<file path="config.mk">
export PLATFORM = sky130hd
export DESIGN_NAME = phy_stream_framing
export DESIGN_NICKNAME = d
export VERILOG_FILES = /design/src/hw/phy_framing_pkg.sv /design/src/hw/sync2.sv /design/src/hw/phy_stream_framing.sv
export SDC_FILE = /design/constraint.sdc
export NUM_CORES = 1
export LEC_CHECK = 0
export BUFFER_PORTS_ARGS = -buffer_cell sky130_fd_sc_hd__buf_2
export CAP_MARGIN = 20
export CORE_UTILIZATION = 55
export CTS_CLUSTER_DIAMETER = 50
export CTS_CLUSTER_SIZE = 30
export DETAILED_ROUTE_END_ITERATION = 10
export PLACE_DENSITY = 0.74
export RECOVER_POWER = 25
export SKIP_LAST_GASP = 1
export SYNTH_ARGS = -nofsm -noshare
export SYNTH_HDL_FRONTEND = slang
export SYNTH_SLANG_ARGS = --single-unit
</file>
<file path="constraint.sdc">
create_clock -name CLOCK -period 2.4 [get_ports CLOCK]
set_input_delay 0.12 -clock CLOCK [delete_from_list [all_inputs] [get_ports CLOCK]]
set_output_delay 0.12 -clock CLOCK [all_outputs]
set_load 0.01 [all_outputs]
</file>
<file path="src/hw/phy_framing_pkg.sv">
// constants and symbol tables for the phy stream framing block
// assumes a 40 MHz system clock and a 5 Mb/s serial line in the bench
package phy_framing_pkg;

	// ==========================================================
	// timing
	localparam int CLK_PERIOD_NS = 25;
	localparam int BIT_TIME_NS = 200;
	localparam int BIT_CYCLES = BIT_TIME_NS / CLK_PERIOD_NS;
	localparam int HALF_BIT = BIT_CYCLES / 2;
	localparam int DIV_W = $clog2(BIT_CYCLES);
	localparam int NLP_PERIOD_MS = 16;
	localparam int LINK_TIMEOUT_MS = 150;
	localparam int NS_PER_MS = 1000000;
	localparam int CNT_W = 24;
	localparam int RX_QUIET_CYCLES = 2 * BIT_CYCLES;
	localparam int QUIET_W = 5;
	localparam int IDLE_LINK_ONES = 32;
	localparam int ONES_W = 6;
	localparam int LOCK_BITS = 8;
	localparam int STRAP_CYCLES = 3;

	// ==========================================================
	// symbols
	localparam logic [4:0] SYM_J = 5'h18;
	localparam logic [4:0] SYM_K = 5'h11;
	localparam logic [4:0] SYM_T = 5'h0D;
	localparam logic [4:0] SYM_R = 5'h07;
	localparam logic [4:0] SYM_IDLE = 5'h1F;
	localparam logic [4:0] SYM_IDL10 = 5'h1E;
	localparam logic [4:0] SYM_SILENT = 5'h00;
	localparam logic [3:0] PREAMBLE_NIBBLE = 4'h5;
	localparam logic [2:0] SYM_LEN_100 = 3'h5;
	localparam logic [2:0] SYM_LEN_10 = 3'h4;
	localparam logic [4:0] ENC_TABLE [16] = '{
		5'h1E, 5'h09, 5'h14, 5'h15, 5'h0A, 5'h0B, 5'h0E, 5'h0F,
		5'h12, 5'h13, 5'h16, 5'h17, 5'h1A, 5'h1B, 5'h1C, 5'h1D};

	// ==========================================================
	// scrambler
	localparam int SCR_W = 11;
	localparam int SCR_TAP_A = 8;
	localparam int SCR_TAP_B = 10;

	// ==========================================================
	// register map
	localparam int ADDR_W = 4;
	localparam int DATA_W = 16;
	localparam logic [3:0] REG_CONTROL = 4'h0;
	localparam logic [3:0] REG_STATUS = 4'h1;
	localparam logic [3:0] REG_EXT_CONTROL = 4'h2;
	localparam logic [3:0] REG_NEXT_PAGE = 4'h3;
	localparam int CTL_SPEED_BIT = 0;
	localparam int CTL_DUPLEX_BIT = 1;
	localparam int CTL_AN_BIT = 2;
	localparam logic [15:0] CTL_RESET = 16'h0004;
	localparam int ST_LINK = 0;
	localparam int ST_SPEED = 1;
	localparam int ST_AN = 2;
	localparam int ST_PRE_SUPP = 3;
	localparam int ST_NP_PEND = 4;
	localparam int ST_PAR_DET = 5;
	localparam int EXT_ADDR_LSB = 6;
	localparam int ADDR_BITS = 5;
	localparam int NP_W = 11;

	// ==========================================================
	// state types
	typedef enum logic [2:0] {
		TX_IDLE = 3'b000,
		TX_SSD_K = 3'b001,
		TX_DATA = 3'b010,
		TX_ESD_R = 3'b011,
		TX_IDL = 3'b100
	} tx_state_t;

	typedef enum logic [1:0] {
		RX_HUNT = 2'b00,
		RX_SSD = 2'b01,
		RX_FRAME = 2'b10
	} rx_state_t;

endpackage

</file>
<file path="src/hw/sync2.sv">
// two flip-flop synchroniser for inputs from outside the clock domain
// assumes a synchronous active-low reset on the same clock
`timescale 1ns/1ps
module sync2 #(
	parameter int WIDTH = 1
) (
	// clock and reset
	input wire logic clock,
	input wire logic reset_n,
	// data
	input wire logic [WIDTH-1:0] d,
	output logic [WIDTH-1:0] q
);

	logic [WIDTH-1:0] meta;

	// ==========================================================
	// two stages
	always_ff @(posedge clock)
	begin
		if (!reset_n)
		begin
			meta <= '0;
			q <= '0;
		end
		else
		begin
			meta <= d;
			q <= meta;
		end
	end

endmodule

</file>
<file path="src/hw/phy_stream_framing.sv">
// nibble to serial framing path of a 10/100 phy, with strap capture
// assumes the MAC runs on CLOCK and the line pins come from outside
//
// Design decisions made here: the register offsets and the address-and-strobe port.
`timescale 1ns/1ps

module phy_stream_framing
	import phy_framing_pkg::*;
#(
	parameter int NLP_PERIOD_CYCLES =
		NLP_PERIOD_MS * (NS_PER_MS / CLK_PERIOD_NS),
	parameter int LINK_TIMEOUT_CYCLES =
		LINK_TIMEOUT_MS * (NS_PER_MS / CLK_PERIOD_NS)
) (
	// clock and reset
	input wire logic CLOCK,
	input wire logic RESET_N,
	// register port
	input wire logic [ADDR_W-1:0] ADDRESS,
	input wire logic [DATA_W-1:0] WRITE_DATA,
	input wire logic WRITE_STROBE,
	input wire logic READ_STROBE,
	output logic [DATA_W-1:0] READ_DATA,
	// MAC transmit
	input wire logic [3:0] TXD,
	input wire logic TX_EN,
	output logic MII_TX_CLK,
	// MAC receive
	output logic [3:0] RXD,
	output logic RX_DV,
	output logic RX_ER,
	output logic MII_RX_CLK,
	// line transmit
	output logic LINE_TX_DATA,
	output logic LINE_TX_CLK,
	output logic LINE_TX_PULSE,
	// line receive
	input wire logic LINE_RX_DATA,
	input wire logic LINE_RX_CLK,
	input wire logic LINE_RX_PULSE,
	// LED and address strap pins
	input wire logic [ADDR_BITS-1:0] LED_IN,
	output logic [ADDR_BITS-1:0] LED_OUT,
	output logic [ADDR_BITS-1:0] LED_OE_N
);

	logic [DATA_W-1:0] control;
	logic [NP_W-1:0] next_page;
	logic np_pending;
	logic speed100;
	logic par_det;
	logic link100;
	logic link10;
	logic link_ok;
	logic [ADDR_BITS-1:0] phy_addr;
	logic [ADDR_BITS-1:0] led_s;
	logic [1:0] strap_cnt;
	logic strapped;
	logic [DIV_W-1:0] div_cnt;
	logic bit_tick;
	tx_state_t tx_state;
	tx_state_t next_tx_state;
	logic [4:0] next_sym;
	logic [4:0] tx_shift;
	logic [2:0] tx_left;
	logic tx_run;
	logic raw_bit;
	logic [SCR_W-1:0] tx_scr;
	logic [CNT_W-1:0] nlp_cnt;
	logic [DIV_W:0] pulse_cnt;
	logic rx_clk_s;
	logic rx_data_s;
	logic rx_clk_d;
	logic rx_tick;
	logic rx_pulse_s;
	logic rx_pulse_d;
	logic [QUIET_W-1:0] quiet_cnt;
	logic rx_quiet;
	logic [SCR_W-1:0] rx_scr;
	logic rd;
	logic [9:0] win;
	logic [ONES_W-1:0] ones_cnt;
	logic idle_seen;
	logic prev_rb;
	logic [3:0] alt_cnt;
	logic [CNT_W-1:0] link_cnt;
	rx_state_t rx_state;
	logic [2:0] rx_cnt;
	logic [3:0] rx_nib;
	logic [3:0] hold;
	logic hold_valid;
	logic [4:0] rx_sym;
	logic [4:0] dec;

	// ==========================================================
	// symbol coding
	function automatic logic [4:0] decode(input logic [4:0] s);
		logic [4:0] r;
		r = 5'h10;
		for (int i = 0; i < 16; i++)
			if (ENC_TABLE[i] == s)
				r = {1'b0, 4'(i)};
		return r;
	endfunction

	function automatic logic [4:0] nib10(input logic [3:0] n);
		return {n[0], n[1], n[2], n[3], 1'b0};
	endfunction

	// ==========================================================
	// strap capture and LEDs
	sync2 #(.WIDTH(ADDR_BITS)) u_led_sync (
		.clock(CLOCK),
		.reset_n(RESET_N),
		.d(LED_IN),
		.q(led_s)
	);

	always_ff @(posedge CLOCK)
	begin
		if (!RESET_N)
		begin
			strap_cnt <= '0;
			strapped <= 1'b0;
			phy_addr <= '0;
		end
		else if (!strapped)
		begin
			strap_cnt <= strap_cnt + 2'h1;
			if (strap_cnt == 2'(STRAP_CYCLES - 1))
			begin
				phy_addr <= led_s;
				strapped <= 1'b1;
			end
		end
	end

	always_ff @(posedge CLOCK)
	begin
		if (!RESET_N)
		begin
			LED_OUT <= '0;
			LED_OE_N <= '1;
		end
		else
		begin
			LED_OE_N <= {ADDR_BITS{~strapped}};
			LED_OUT <= {control[CTL_DUPLEX_BIT], RX_DV, TX_EN, speed100,
				link_ok};
		end
	end

	// ==========================================================
	// registers and negotiation
	assign link_ok = speed100 ? link100 : link10;

	always_ff @(posedge CLOCK)
	begin
		if (!RESET_N)
		begin
			control <= CTL_RESET;
			next_page <= '0;
			np_pending <= 1'b0;
			speed100 <= 1'b0;
			par_det <= 1'b0;
		end
		else
		begin
			if (WRITE_STROBE && ADDRESS == REG_CONTROL)
				control <= WRITE_DATA;
			if (WRITE_STROBE && ADDRESS == REG_NEXT_PAGE)
				next_page <= WRITE_DATA[NP_W-1:0];
			if (WRITE_STROBE && ADDRESS == REG_NEXT_PAGE)
				np_pending <= 1'b1;
			else if (control[CTL_AN_BIT] && link_ok)
				np_pending <= 1'b0;
			if (!control[CTL_AN_BIT])
				speed100 <= control[CTL_SPEED_BIT];
			else if (idle_seen)
				speed100 <= 1'b1;
			else if (link10)
				speed100 <= 1'b0;
			par_det <= control[CTL_AN_BIT] && (idle_seen || link10);
		end
	end

	always_ff @(posedge CLOCK)
	begin
		if (!RESET_N)
			READ_DATA <= '0;
		else if (!READ_STROBE)
			READ_DATA <= '0;
		else
		begin
			READ_DATA <= '0;
			unique case (ADDRESS)
				REG_CONTROL: READ_DATA <= control;
				REG_STATUS:
				begin
					READ_DATA[ST_LINK] <= link_ok;
					READ_DATA[ST_SPEED] <= speed100;
					READ_DATA[ST_AN] <= control[CTL_AN_BIT];
					READ_DATA[ST_PRE_SUPP] <= 1'b1;
					READ_DATA[ST_NP_PEND] <= np_pending;
					READ_DATA[ST_PAR_DET] <= par_det;
				end
				REG_EXT_CONTROL:
					READ_DATA[EXT_ADDR_LSB+:ADDR_BITS] <= phy_addr;
				REG_NEXT_PAGE: READ_DATA[NP_W-1:0] <= next_page;
				default: READ_DATA <= '0;
			endcase
		end
	end

	// ==========================================================
	// transmit bit timing
	assign bit_tick = div_cnt == DIV_W'(BIT_CYCLES - 1);
	assign tx_run = speed100 || tx_state != TX_IDLE;

	always_ff @(posedge CLOCK)
	begin
		if (!RESET_N)
		begin
			div_cnt <= '0;
			LINE_TX_CLK <= 1'b0;
		end
		else
		begin
			div_cnt <= bit_tick ? '0 : div_cnt + DIV_W'(1);
			LINE_TX_CLK <= tx_run && div_cnt >= DIV_W'(HALF_BIT - 1) &&
				!bit_tick;
		end
	end

	// ==========================================================
	// transmit framing
	always_comb
	begin
		next_tx_state = tx_state;
		next_sym = speed100 ? SYM_IDLE : SYM_SILENT;
		unique case (tx_state)
			TX_IDLE:
				if (TX_EN)
				begin
					next_sym = speed100 ? SYM_J : nib10(TXD);
					next_tx_state = speed100 ? TX_SSD_K : TX_DATA;
				end
			TX_SSD_K:
			begin
				next_sym = SYM_K;
				next_tx_state = TX_DATA;
			end
			TX_DATA:
				if (TX_EN)
					next_sym = speed100 ? ENC_TABLE[TXD] : nib10(TXD);
				else
				begin
					next_sym = speed100 ? SYM_T : SYM_IDL10;
					next_tx_state = speed100 ? TX_ESD_R : TX_IDL;
				end
			TX_ESD_R:
			begin
				next_sym = SYM_R;
				next_tx_state = TX_IDLE;
			end
			TX_IDL: next_tx_state = TX_IDLE;
			default: next_tx_state = TX_IDLE;
		endcase
	end

	assign raw_bit = tx_left == 3'h0 ? next_sym[4] : tx_shift[4];

	always_ff @(posedge CLOCK)
	begin
		if (!RESET_N)
		begin
			tx_state <= TX_IDLE;
			tx_shift <= '0;
			tx_left <= '0;
			MII_TX_CLK <= 1'b0;
		end
		else if (bit_tick)
		begin
			MII_TX_CLK <= 1'b0;
			if (tx_left == 3'h0)
			begin
				tx_state <= next_tx_state;
				tx_shift <= {next_sym[3:0], 1'b0};
				tx_left <= (speed100 ? SYM_LEN_100 : SYM_LEN_10) - 3'h1;
				MII_TX_CLK <= 1'b1;
			end
			else
			begin
				tx_shift <= {tx_shift[3:0], 1'b0};
				tx_left <= tx_left - 3'h1;
			end
		end
	end

	always_ff @(posedge CLOCK)
	begin
		if (!RESET_N)
		begin
			tx_scr <= '0;
			LINE_TX_DATA <= 1'b0;
		end
		else if (!strapped)
			tx_scr <= {~led_s, 1'b1, led_s};
		else if (bit_tick)
		begin
			if (speed100)
			begin
				LINE_TX_DATA <= raw_bit ^ tx_scr[SCR_TAP_A] ^ tx_scr[SCR_TAP_B];
				tx_scr <= {tx_scr[SCR_W-2:0],
					raw_bit ^ tx_scr[SCR_TAP_A] ^ tx_scr[SCR_TAP_B]};
			end
			else
				LINE_TX_DATA <= raw_bit;
		end
	end

	// ==========================================================
	// link pulses
	always_ff @(posedge CLOCK)
	begin
		if (!RESET_N)
		begin
			nlp_cnt <= '0;
			pulse_cnt <= '0;
			LINE_TX_PULSE <= 1'b0;
		end
		else
		begin
			LINE_TX_PULSE <= pulse_cnt != '0;
			if (pulse_cnt != '0)
				pulse_cnt <= pulse_cnt - (DIV_W+1)'(1);
			if (speed100 || tx_state != TX_IDLE)
				nlp_cnt <= '0;
			else if (nlp_cnt == CNT_W'(NLP_PERIOD_CYCLES - 1))
			begin
				nlp_cnt <= '0;
				pulse_cnt <= (DIV_W+1)'(BIT_CYCLES);
			end
			else
				nlp_cnt <= nlp_cnt + CNT_W'(1);
		end
	end

	// ==========================================================
	// receive sampling and link watch
	sync2 #(.WIDTH(3)) u_rx_sync (
		.clock(CLOCK),
		.reset_n(RESET_N),
		.d({LINE_RX_CLK, LINE_RX_DATA, LINE_RX_PULSE}),
		.q({rx_clk_s, rx_data_s, rx_pulse_s})
	);

	assign rx_tick = rx_clk_s && !rx_clk_d;
	assign rx_quiet = quiet_cnt == QUIET_W'(RX_QUIET_CYCLES);
	assign rd = rx_data_s ^ rx_scr[SCR_TAP_A] ^ rx_scr[SCR_TAP_B];
	assign idle_seen = ones_cnt == ONES_W'(IDLE_LINK_ONES);

	always_ff @(posedge CLOCK)
	begin
		if (!RESET_N)
		begin
			rx_clk_d <= 1'b0;
			rx_pulse_d <= 1'b0;
			quiet_cnt <= '0;
			rx_scr <= '0;
			win <= '0;
			ones_cnt <= '0;
			prev_rb <= 1'b0;
			alt_cnt <= '0;
		end
		else
		begin
			rx_clk_d <= rx_clk_s;
			rx_pulse_d <= rx_pulse_s;
			if (rx_tick)
				quiet_cnt <= '0;
			else if (!rx_quiet)
				quiet_cnt <= quiet_cnt + QUIET_W'(1);
			if (rx_tick)
			begin
				rx_scr <= {rx_scr[SCR_W-2:0], rx_data_s};
				win <= {win[8:0], rd};
				if (!rd)
					ones_cnt <= '0;
				else if (!idle_seen)
					ones_cnt <= ones_cnt + ONES_W'(1);
				prev_rb <= rx_data_s;
				if (rx_data_s == prev_rb)
					alt_cnt <= '0;
				else if (alt_cnt != 4'hF)
					alt_cnt <= alt_cnt + 4'h1;
			end
			else if (rx_quiet)
			begin
				ones_cnt <= '0;
				prev_rb <= 1'b0;
				alt_cnt <= '0;
			end
		end
	end

	always_ff @(posedge CLOCK)
	begin
		if (!RESET_N)
		begin
			link100 <= 1'b0;
			link10 <= 1'b0;
			link_cnt <= '0;
		end
		else
		begin
			if (idle_seen)
				link100 <= 1'b1;
			else if (rx_quiet)
				link100 <= 1'b0;
			if (rx_pulse_s && !rx_pulse_d)
			begin
				link10 <= 1'b1;
				link_cnt <= '0;
			end
			else if (link_cnt == CNT_W'(LINK_TIMEOUT_CYCLES - 1))
				link10 <= 1'b0;
			else
				link_cnt <= link_cnt + CNT_W'(1);
		end
	end

	// ==========================================================
	// receive framing
	assign rx_sym = {win[3:0], rd};
	assign dec = decode(rx_sym);

	always_ff @(posedge CLOCK)
	begin
		if (!RESET_N)
		begin
			rx_state <= RX_HUNT;
			rx_cnt <= '0;
			rx_nib <= '0;
			hold <= '0;
			hold_valid <= 1'b0;
			RXD <= '0;
			RX_DV <= 1'b0;
			RX_ER <= 1'b0;
			MII_RX_CLK <= 1'b0;
		end
		else
		begin
			MII_RX_CLK <= 1'b0;
			if (rx_quiet)
			begin
				rx_state <= RX_HUNT;
				hold_valid <= 1'b0;
				RX_DV <= 1'b0;
				RX_ER <= 1'b0;
			end
			else if (rx_tick)
			begin
				unique case (rx_state)
					RX_HUNT:
						if (speed100 && {win[8:0], rd} == {SYM_J, SYM_K})
						begin
							RXD <= PREAMBLE_NIBBLE;
							RX_DV <= 1'b1;
							MII_RX_CLK <= 1'b1;
							rx_state <= RX_SSD;
						end
						else if (!speed100 && alt_cnt >= 4'(LOCK_BITS - 1) &&
							rx_data_s != prev_rb && !rx_data_s)
						begin
							rx_state <= RX_FRAME;
							rx_cnt <= '0;
						end
					RX_SSD:
					begin
						RXD <= PREAMBLE_NIBBLE;
						MII_RX_CLK <= 1'b1;
						rx_cnt <= 3'h1;
						rx_state <= RX_FRAME;
					end
					RX_FRAME:
						if (speed100)
						begin
							rx_cnt <= rx_cnt + 3'h1;
							if (rx_cnt == SYM_LEN_100 - 3'h1)
							begin
								rx_cnt <= '0;
								if (rx_sym == SYM_T)
								begin
									RX_DV <= 1'b0;
									RX_ER <= 1'b0;
									rx_state <= RX_HUNT;
								end
								else
								begin
									RXD <= dec[3:0];
									RX_ER <= dec[4];
									MII_RX_CLK <= 1'b1;
								end
							end
						end
						else
						begin
							rx_nib <= {rx_data_s, rx_nib[3:1]};
							rx_cnt <= rx_cnt + 3'h1;
							if (rx_cnt == SYM_LEN_10 - 3'h1)
							begin
								rx_cnt <= '0;
								hold <= {rx_data_s, rx_nib[3:1]};
								hold_valid <= 1'b1;
								if (hold_valid)
								begin
									RXD <= hold;
									RX_DV <= 1'b1;
									MII_RX_CLK <= 1'b1;
								end
							end
						end
					default: rx_state <= RX_HUNT;
				endcase
			end
		end
	end

endmodule

</file>
==> results of run 1 <==
## layer usage
metal	share of wire	vias up	GRT usage
met1	0.48	3471	0.287
met3	0.035	27	0.0278
li1	-	3867	-
met5	0	-	0
met2	0.47	131	0.352
met4	0.019	0	0.0587
## through the flow
stage / TNS (ns) / hold WS [ns] / setup slack (ns) / power (mW) / utilization
2_1_floorplan: 0 / 0.247 / 0.310 / 4.36 / -
3_3_place_gp: 0 / 0.328 / 0.213 / 4.50 / 0.603
3_5_place_dp: 0 / 0.329 / 0.179 / 4.53 / 0.603
4_1_cts: 0 / 0.0254 / 0.167 / 8.32 / 0.667
5_1_grt: -0.0339 / 0.0685 / -0.0162 / 8.57 / 0.666
6_report: 0 / 0.0337 / 0.129 / 8.24 / 0.666
## path summary, 6_finish.rpt
kind / start / endpoint / slack, ns
max: link_cnt[12]$_SDFFE_PP0N_ / link_cnt[11]$_SDFFE_PP0N_ / 0.13
min: READ_STROBE / READ_DATA[8]$_SDFF_PN0_ / 0.03
max reg2reg: link_cnt[12]$_SDFFE_PP0N_ / link_cnt[11]$_SDFFE_PP0N_ / 0.13
min reg2reg: u_rx_sync.meta[0]$_SDFF_PN0_ / u_rx_sync.q[0]$_SDFF_PN0_ / 0.43
## cell families after synthesis
logic type               count (synthesis)
XOR/XNOR                                58
flip-flops                             216
adder cells (fa/ha/maj)                 21
AND/OR/NAND/NOR                        484
AO/OA/AOI/OAI                          174
multiplexers                            44
buffers and inverters                   94
## flip-flops by register name, summed over array words and instances, names as in the netlist, 6 cells and up
name,cells
link_cnt,24
nlp_cnt,24
READ_DATA,16
control,16
next_page,11
rx_scr,11
tx_scr,11
win,9
ones_cnt,6
## cells in the final DEF, fill, tap and decap left out, types with 21 or more instances in the layout
cell           Yosys  layout
nand2_1          146     146
buf_4              4      23
dfxtp_1          216     216
a21boi_0          45      45
nor2b_1           50      49
nand3_1           41      41
ha_1              21      21
mux2i_1           35      35
xnor2_1           24      24
nor2_1           110     110
buf_2              4      54
o21ai_0           27      27
and2_1            38      28
clkbuf_16          0      23
inv_1             29      29
dlygate4sd3_1      0      25
a21oi_1           36      36
xor2_1            33      33
## power by group
part	total [mW]	internal [mW]	leakage (nW)	switching (mW)
clock	3.77	2.05	0.403	1.72
sequential	3.83	3.71	1.75	0.112
combinational	0.646	0.312	2.11	0.333
total	8.24	6.08	4.26	2.16
## worst reg2reg max path: cells and delay by family (launching register included)
kind / cells / cell delay [ns]
AND/OR/NAND/NOR: 4 / 1.33
flip-flops: 1 / 0.34
XOR/XNOR: 1 / 0.15
AO/OA/AOI/OAI: 1 / 0.34
## cell type report
class	instances	share of cell area
multi-input combinational	781	0.430
sequential	216	0.389
timing repair buffer	123	0.0723
clock buffer	24	0.0530
tap	220	0.0247
clock inverter	18	0.0216
inverter	29	0.00978
## what timing repair did
item / CTS / global route
endpoints found under the setup margin: 0 / 6
gates resized for setup: 0 / 1
endpoints found under the hold margin: 36 / 0
hold buffers: 25 / 0
==> summary.txt, run 1 <==
Synthesis Warnings -> 0
Nets -> 1232
Sequential cell area -> 0.00432 mm2
Synth cell count leaders -> 216 x dfxtp_1, 146 x nand2_1, 110 x nor2_1
Detail-routed via count per cell -> 5.31
Layout cells sized above 1 -> 0.117
Vias in the first global route -> 6855
Critical Path AT -> 2.67 ns
Cell breakdown of the critical path -> or4b_2 > nor4_1 > a31oi_2 > nand4_1 > xor2_1 > nor2_1
CTS tree -> yes
Layout fillers -> 1375
Clock buffer depth -> 3
Ant. Diodes -> 0
CP max stage delay -> 0.67 ns
Slew headroom -> 0.274
Share of the synthesized area in the top cell type -> 0.456
Post-CTS setup buffer count -> 0
Total gr overflow -> 0
CP startpoint kind -> register
Cell variety after synth -> 60
Die area -> 0.0178 mm2
Via Count -> 7496
Drt pass-1 iters -> 5
Top cell family by delay on the critical path -> simple AND/OR/NAND/NOR gates
Synth Flop Type -> dfxtp_1
Async set-reset flop share out of synthesis -> 0
CTS sink count -> 216
Mean Syn Cell Area -> 8.69 um2
CP Max Fanout -> 11
WHS Path Cells -> 4
Clock Latency Late Sink -> 0.52 ns
Filler-free cell count of the finished design -> 1411
Syn nets -> 1149
Worst vdd ir -> 0.000670 V
Fin crit share -> 0.946
Initial antenna violation count -> 0
Largest net degree at the start of global routing -> 95
FF-to-FF path depth -> 6
Status -> finished clean
Finished Cell Area -> 0.0111 mm2
Gr usage total -> 0.211
Setup CP Type -> reg2reg
Most area-consuming cells after synthesis -> dfxtp_1 46%, nand2_1 5.8%, nor2_1 4.4%, mux2i_1 3.7%, a21boi_0 3.6%
Gate Count Post-Synth -> 1091
CTS clk-pin slew, worst paths -> 0.08 ns
FMAX -> 440 MHz
Crit path time final -> 2.27 ns
Max-Cap Viols -> 0
Yosys top cell by area -> dfxtp_1
Buffers plus inverters on the worst setup path -> 0
Post-synthesis mux area share -> 0.0476
CP Capture Type -> register
Largest family of logic cells by synthesized area -> simple AND/OR/NAND/NOR gates
Core ar. -> 0.0167 mm2
Post-route ant nets -> 0
Clk root buf -> clkbuf_16
Initial DRC Count -> 400
Routed wire length -> 18900 um
Die width -> 133 um
Hold Violations, Final -> 0
# port buffers -> 73
Post-synthesis register bit count -> 216
Number of cells on the critical path -> 6
Lkg Pwr -> 4.26 nW
Final Skew -> 0.0180 ns
Pwr dens -> 741 mW/mm2
Area growth syn-to-layout -> 17.4%
Synth Area in Compound Gates -> 0.123
Remaining DRCs -> 0
First-pass GRT wire length -> 31900 um
Cts bufs inserted -> 23
Row cnt -> 47
Synth Area in Adders -> 0.0277
Slew of the pin with the lowest slew margin -> 1.09 ns
Final setup viols -> 0
Initial Util -> 0.568
I/O pins -> 74
Cell area after synthesis -> 0.00948 mm2
Slowest CP cell -> or4b_2
Most common cell in the netlist -> dfxtp_1
Post-synth EDFFs -> 0
Slew Viols, Final -> 0
Placed cells -> 1344
H-tree depth -> 1
Hold Path Class -> in2reg
DP Wirelength -> 12200 um
Synth Area in XOR/XNOR -> 0.0550
Gpl congestion -> 0.840
Avg WL per Cell -> 13.4 um
Seq/Total Area, Yosys -> 0.456
Synth Area in Simple Gates -> 0.250
Critical Path RT -> 2.80 ns
DP Area -> 0.0101 mm2
Multi-input logic area -> 0.00478 mm2
Die Y-Extent -> 133 um
(Power assumes the default switching activity.)
==> inputs of run 2 (changes only) <==
- CORE_UTILIZATION: 55 -> 54
- PLACE_DENSITY: 0.74 -> 0.76
- clock period: 2.4 -> 2 ns (I/O delays scaled with it)
==> run 2 against run 1 <==
Compared with the run above:
- final cell count increased by 2.5%
- clock power rose by 2%
- worst hold slack better by 0.036 ns
- critical path depth unchanged
- combinational power is 32% higher
- power rose by 12%
- wire length is 4.0% higher
==> summary.txt, run 2 (synthesis results as in run 1) <==
WHS Path Cells -> 4 (unchanged)
Core ar. -> 0.0172 mm2 (+3.2%)
Routed wire length -> 19600 um (+4.0%)
Vias in the first global route -> 6983 (+1.9%)
Clock buffer depth -> 3 (unchanged)
Die Y-Extent -> 135 um (+0.91%)
I/O pins -> 74 (unchanged)
Via Count -> 7651 (+2.1%)
Die width -> 135 um (+0.91%)
Avg WL per Cell -> 13.6 um (+1.5%)
Top cell family by delay on the critical path -> simple AND/OR/NAND/NOR gates
Initial antenna violation count -> 0 (unchanged)
Hold Violations, Final -> 0 (unchanged)
Total gr overflow -> 0 (unchanged)
Most frequent cells in the layout -> 213 x dfxtp_1, 145 x nand2_1, 110 x nor2_1
Slew Viols, Final -> 0 (unchanged)
Remaining DRCs -> 0 (unchanged)
FMAX -> 500 MHz (+14%)
Finished Cell Area -> 0.0114 mm2 (+2.0%)
CP max stage delay -> 0.54 ns (-0.13 ns)
Critical Path AT -> 2.39 ns (-0.28 ns)
Gr usage total -> 0.215 (+0.00379)
Crit path time final -> 2.00 ns (-0.273 ns)
Drt pass-1 iters -> 5 (unchanged)
Pwr dens -> 815 mW/mm2 (+9.9%)
Die area -> 0.0181 mm2 (+1.8%)
Placed cells -> 1380 (+2.7%)
Gpl congestion -> 0.848 (+0.94%)
Status -> finished clean
Max-Cap Viols -> 0 (unchanged)
Slowest CP cell -> or4_4
CTS sink count -> 216 (unchanged)
Multi-input logic area -> 0.00487 mm2 (+1.8%)
Commonest non-fill, non-tap cell in the layout -> dfxtp_1
H-tree depth -> 1 (unchanged)
CP Capture Type -> register
CP startpoint kind -> register
Setup CP Type -> reg2reg
Layout Utilization -> 0.659 (-0.00749)
Slew of the pin with the lowest slew margin -> 0.997 ns (-0.0917 ns)
Sequential cell area -> 0.00433 mm2 (about the same)
Critical Path RT -> 2.40 ns (-0.40 ns)
Ant. Diodes -> 0 (unchanged)
Largest net degree at the start of global routing -> 69 (-27%)
First-pass GRT wire length -> 32600 um (+2.2%)
Row cnt -> 48 (+2.1%)
Layout fillers -> 1397 (+1.6%)
Lkg Pwr -> 4.45 nW (+4.5%)
Number of cells on the critical path -> 6 (unchanged)
Setup slack after layout -> 0.00173 ns (-0.127 ns)
Post-route ant nets -> 0 (unchanged)
Final setup viols -> 0 (unchanged)
CP dominant cell by count -> or4_4
Slew headroom -> 0.335 (+0.0611)
Fin crit share -> 0.999 (+0.0528)
Biggest regs -> link_cnt: 24 flops, nlp_cnt: 24 flops
DP Area -> 0.0103 mm2 (+2.6%)
Clock Latency Late Sink -> 0.51 ns (about the same)
Buffers plus inverters on the worst setup path -> 0 (unchanged)
Nets -> 1265 (+2.7%)
Final Skew -> 0.0166 ns (-0.00145 ns)
Cts bufs inserted -> 20 (-13%)
Worst vdd ir -> 0.000738 V (+10%)
RSZ-0062 raised after global routing -> true
Clk root buf -> clkbuf_16
FF-to-FF path depth -> 6 (unchanged)
Cell breakdown of the critical path -> nor4bb_4 > nand4_1 > or4_4 > or4_4 > nand2_4 > nor2_1
Initial DRC Count -> 418 (+4.5%)
DP Wirelength -> 13000 um (+7.0%)
Area growth syn-to-layout -> 19.8%
Filler-free cell count of the finished design -> 1446 (+2.5%)
Hold Path Class -> in2reg
Detail-routed via count per cell -> 5.29 (-0.40%)
# port buffers -> 73 (unchanged)
DP Worst Slack -> -0.104 ns (-0.283 ns)
Fin Setup TNS -> 0 ns (unchanged)
CP Max Fanout -> 3 (-8)
Layout cells sized above 1 -> 0.161 (+0.0438)
CTS clk-pin slew, worst paths -> 0.08 ns (about the same)
CTS tree -> yes
Initial Util -> 0.550 (-0.0176)
==> run 2: tightest hold or removal path: cells and delay by family <==
kind,cells,cell delay (ns)
AND/OR/NAND/NOR,2,0.15
buffers and inverters,2,0.29
==> run 2: final cells by class <==
class,count,area share
Tap cell,225,0.0248
Timing Repair Buffer,159,0.0965
Inverter,29,0.00959
Multi-Input combinational cell,781,0.429
Clock inverter,13,0.0101
Clock buffer,23,0.0487
Sequential cell,216,0.381
==> run 2: report_power, final <==
part / internal, mW / leakage (nW) / switching (mW)
Combinational: 0.400 / 2.38 / 0.452
Clock: 2.07 / 0.323 / 1.77
Sequential: 4.46 / 1.75 / 0.0972
Total: 6.93 / 4.45 / 2.32
==> run 2: stage by stage <==
| stage | hold slack, ns | power (mW) |
|---|---|---|
| 3_5_place_dp | 0.311 | 5.46 |
| 3_3_place_gp | 0.306 | 5.43 |
| 5_1_grt | 0.0693 | 9.62 |
| 4_1_cts | 0.0594 | 9.34 |
| 2_1_floorplan | 0.227 | 5.24 |
| 6_report | 0.0695 | 9.25 |
==> run 2: timing repair <==
item / 4_1_cts / 5_1_grt
hold buffers: 26 / 0
hold endpoints to repair: 37 / 0
gates resized for setup: 7 / 7
setup buffers: 0 / 4
cloned: 0 / 0
setup endpoints to repair: 10 / 15
pin swaps: 5 / 5
==> run 2: final timing paths <==
kind	slack (ns)	end	from
min reg2reg	0.43	u_rx_sync.q[1]$_SDFF_PN0_	u_rx_sync.meta[1]$_SDFF_PN0_
min	0.07	READ_DATA[6]$_SDFF_PN0_	READ_STROBE
max reg2reg	0.002	pulse_cnt[1]$_SDFF_PN0_	nlp_cnt[19]$_SDFF_PP0_
max	0.002	pulse_cnt[1]$_SDFF_PN0_	nlp_cnt[19]$_SDFF_PP0_
==> run 2: layer usage <==
layer / vias to the layer above / GRT usage / part of all wire
met5: - / 0 / 0
met4: 0 / 0.0531 / 0.012
met1: 3532 / 0.301 / 0.48
met3: 21 / 0.0334 / 0.048
li1: 3923 / - / -
met2: 175 / 0.348 / 0.46
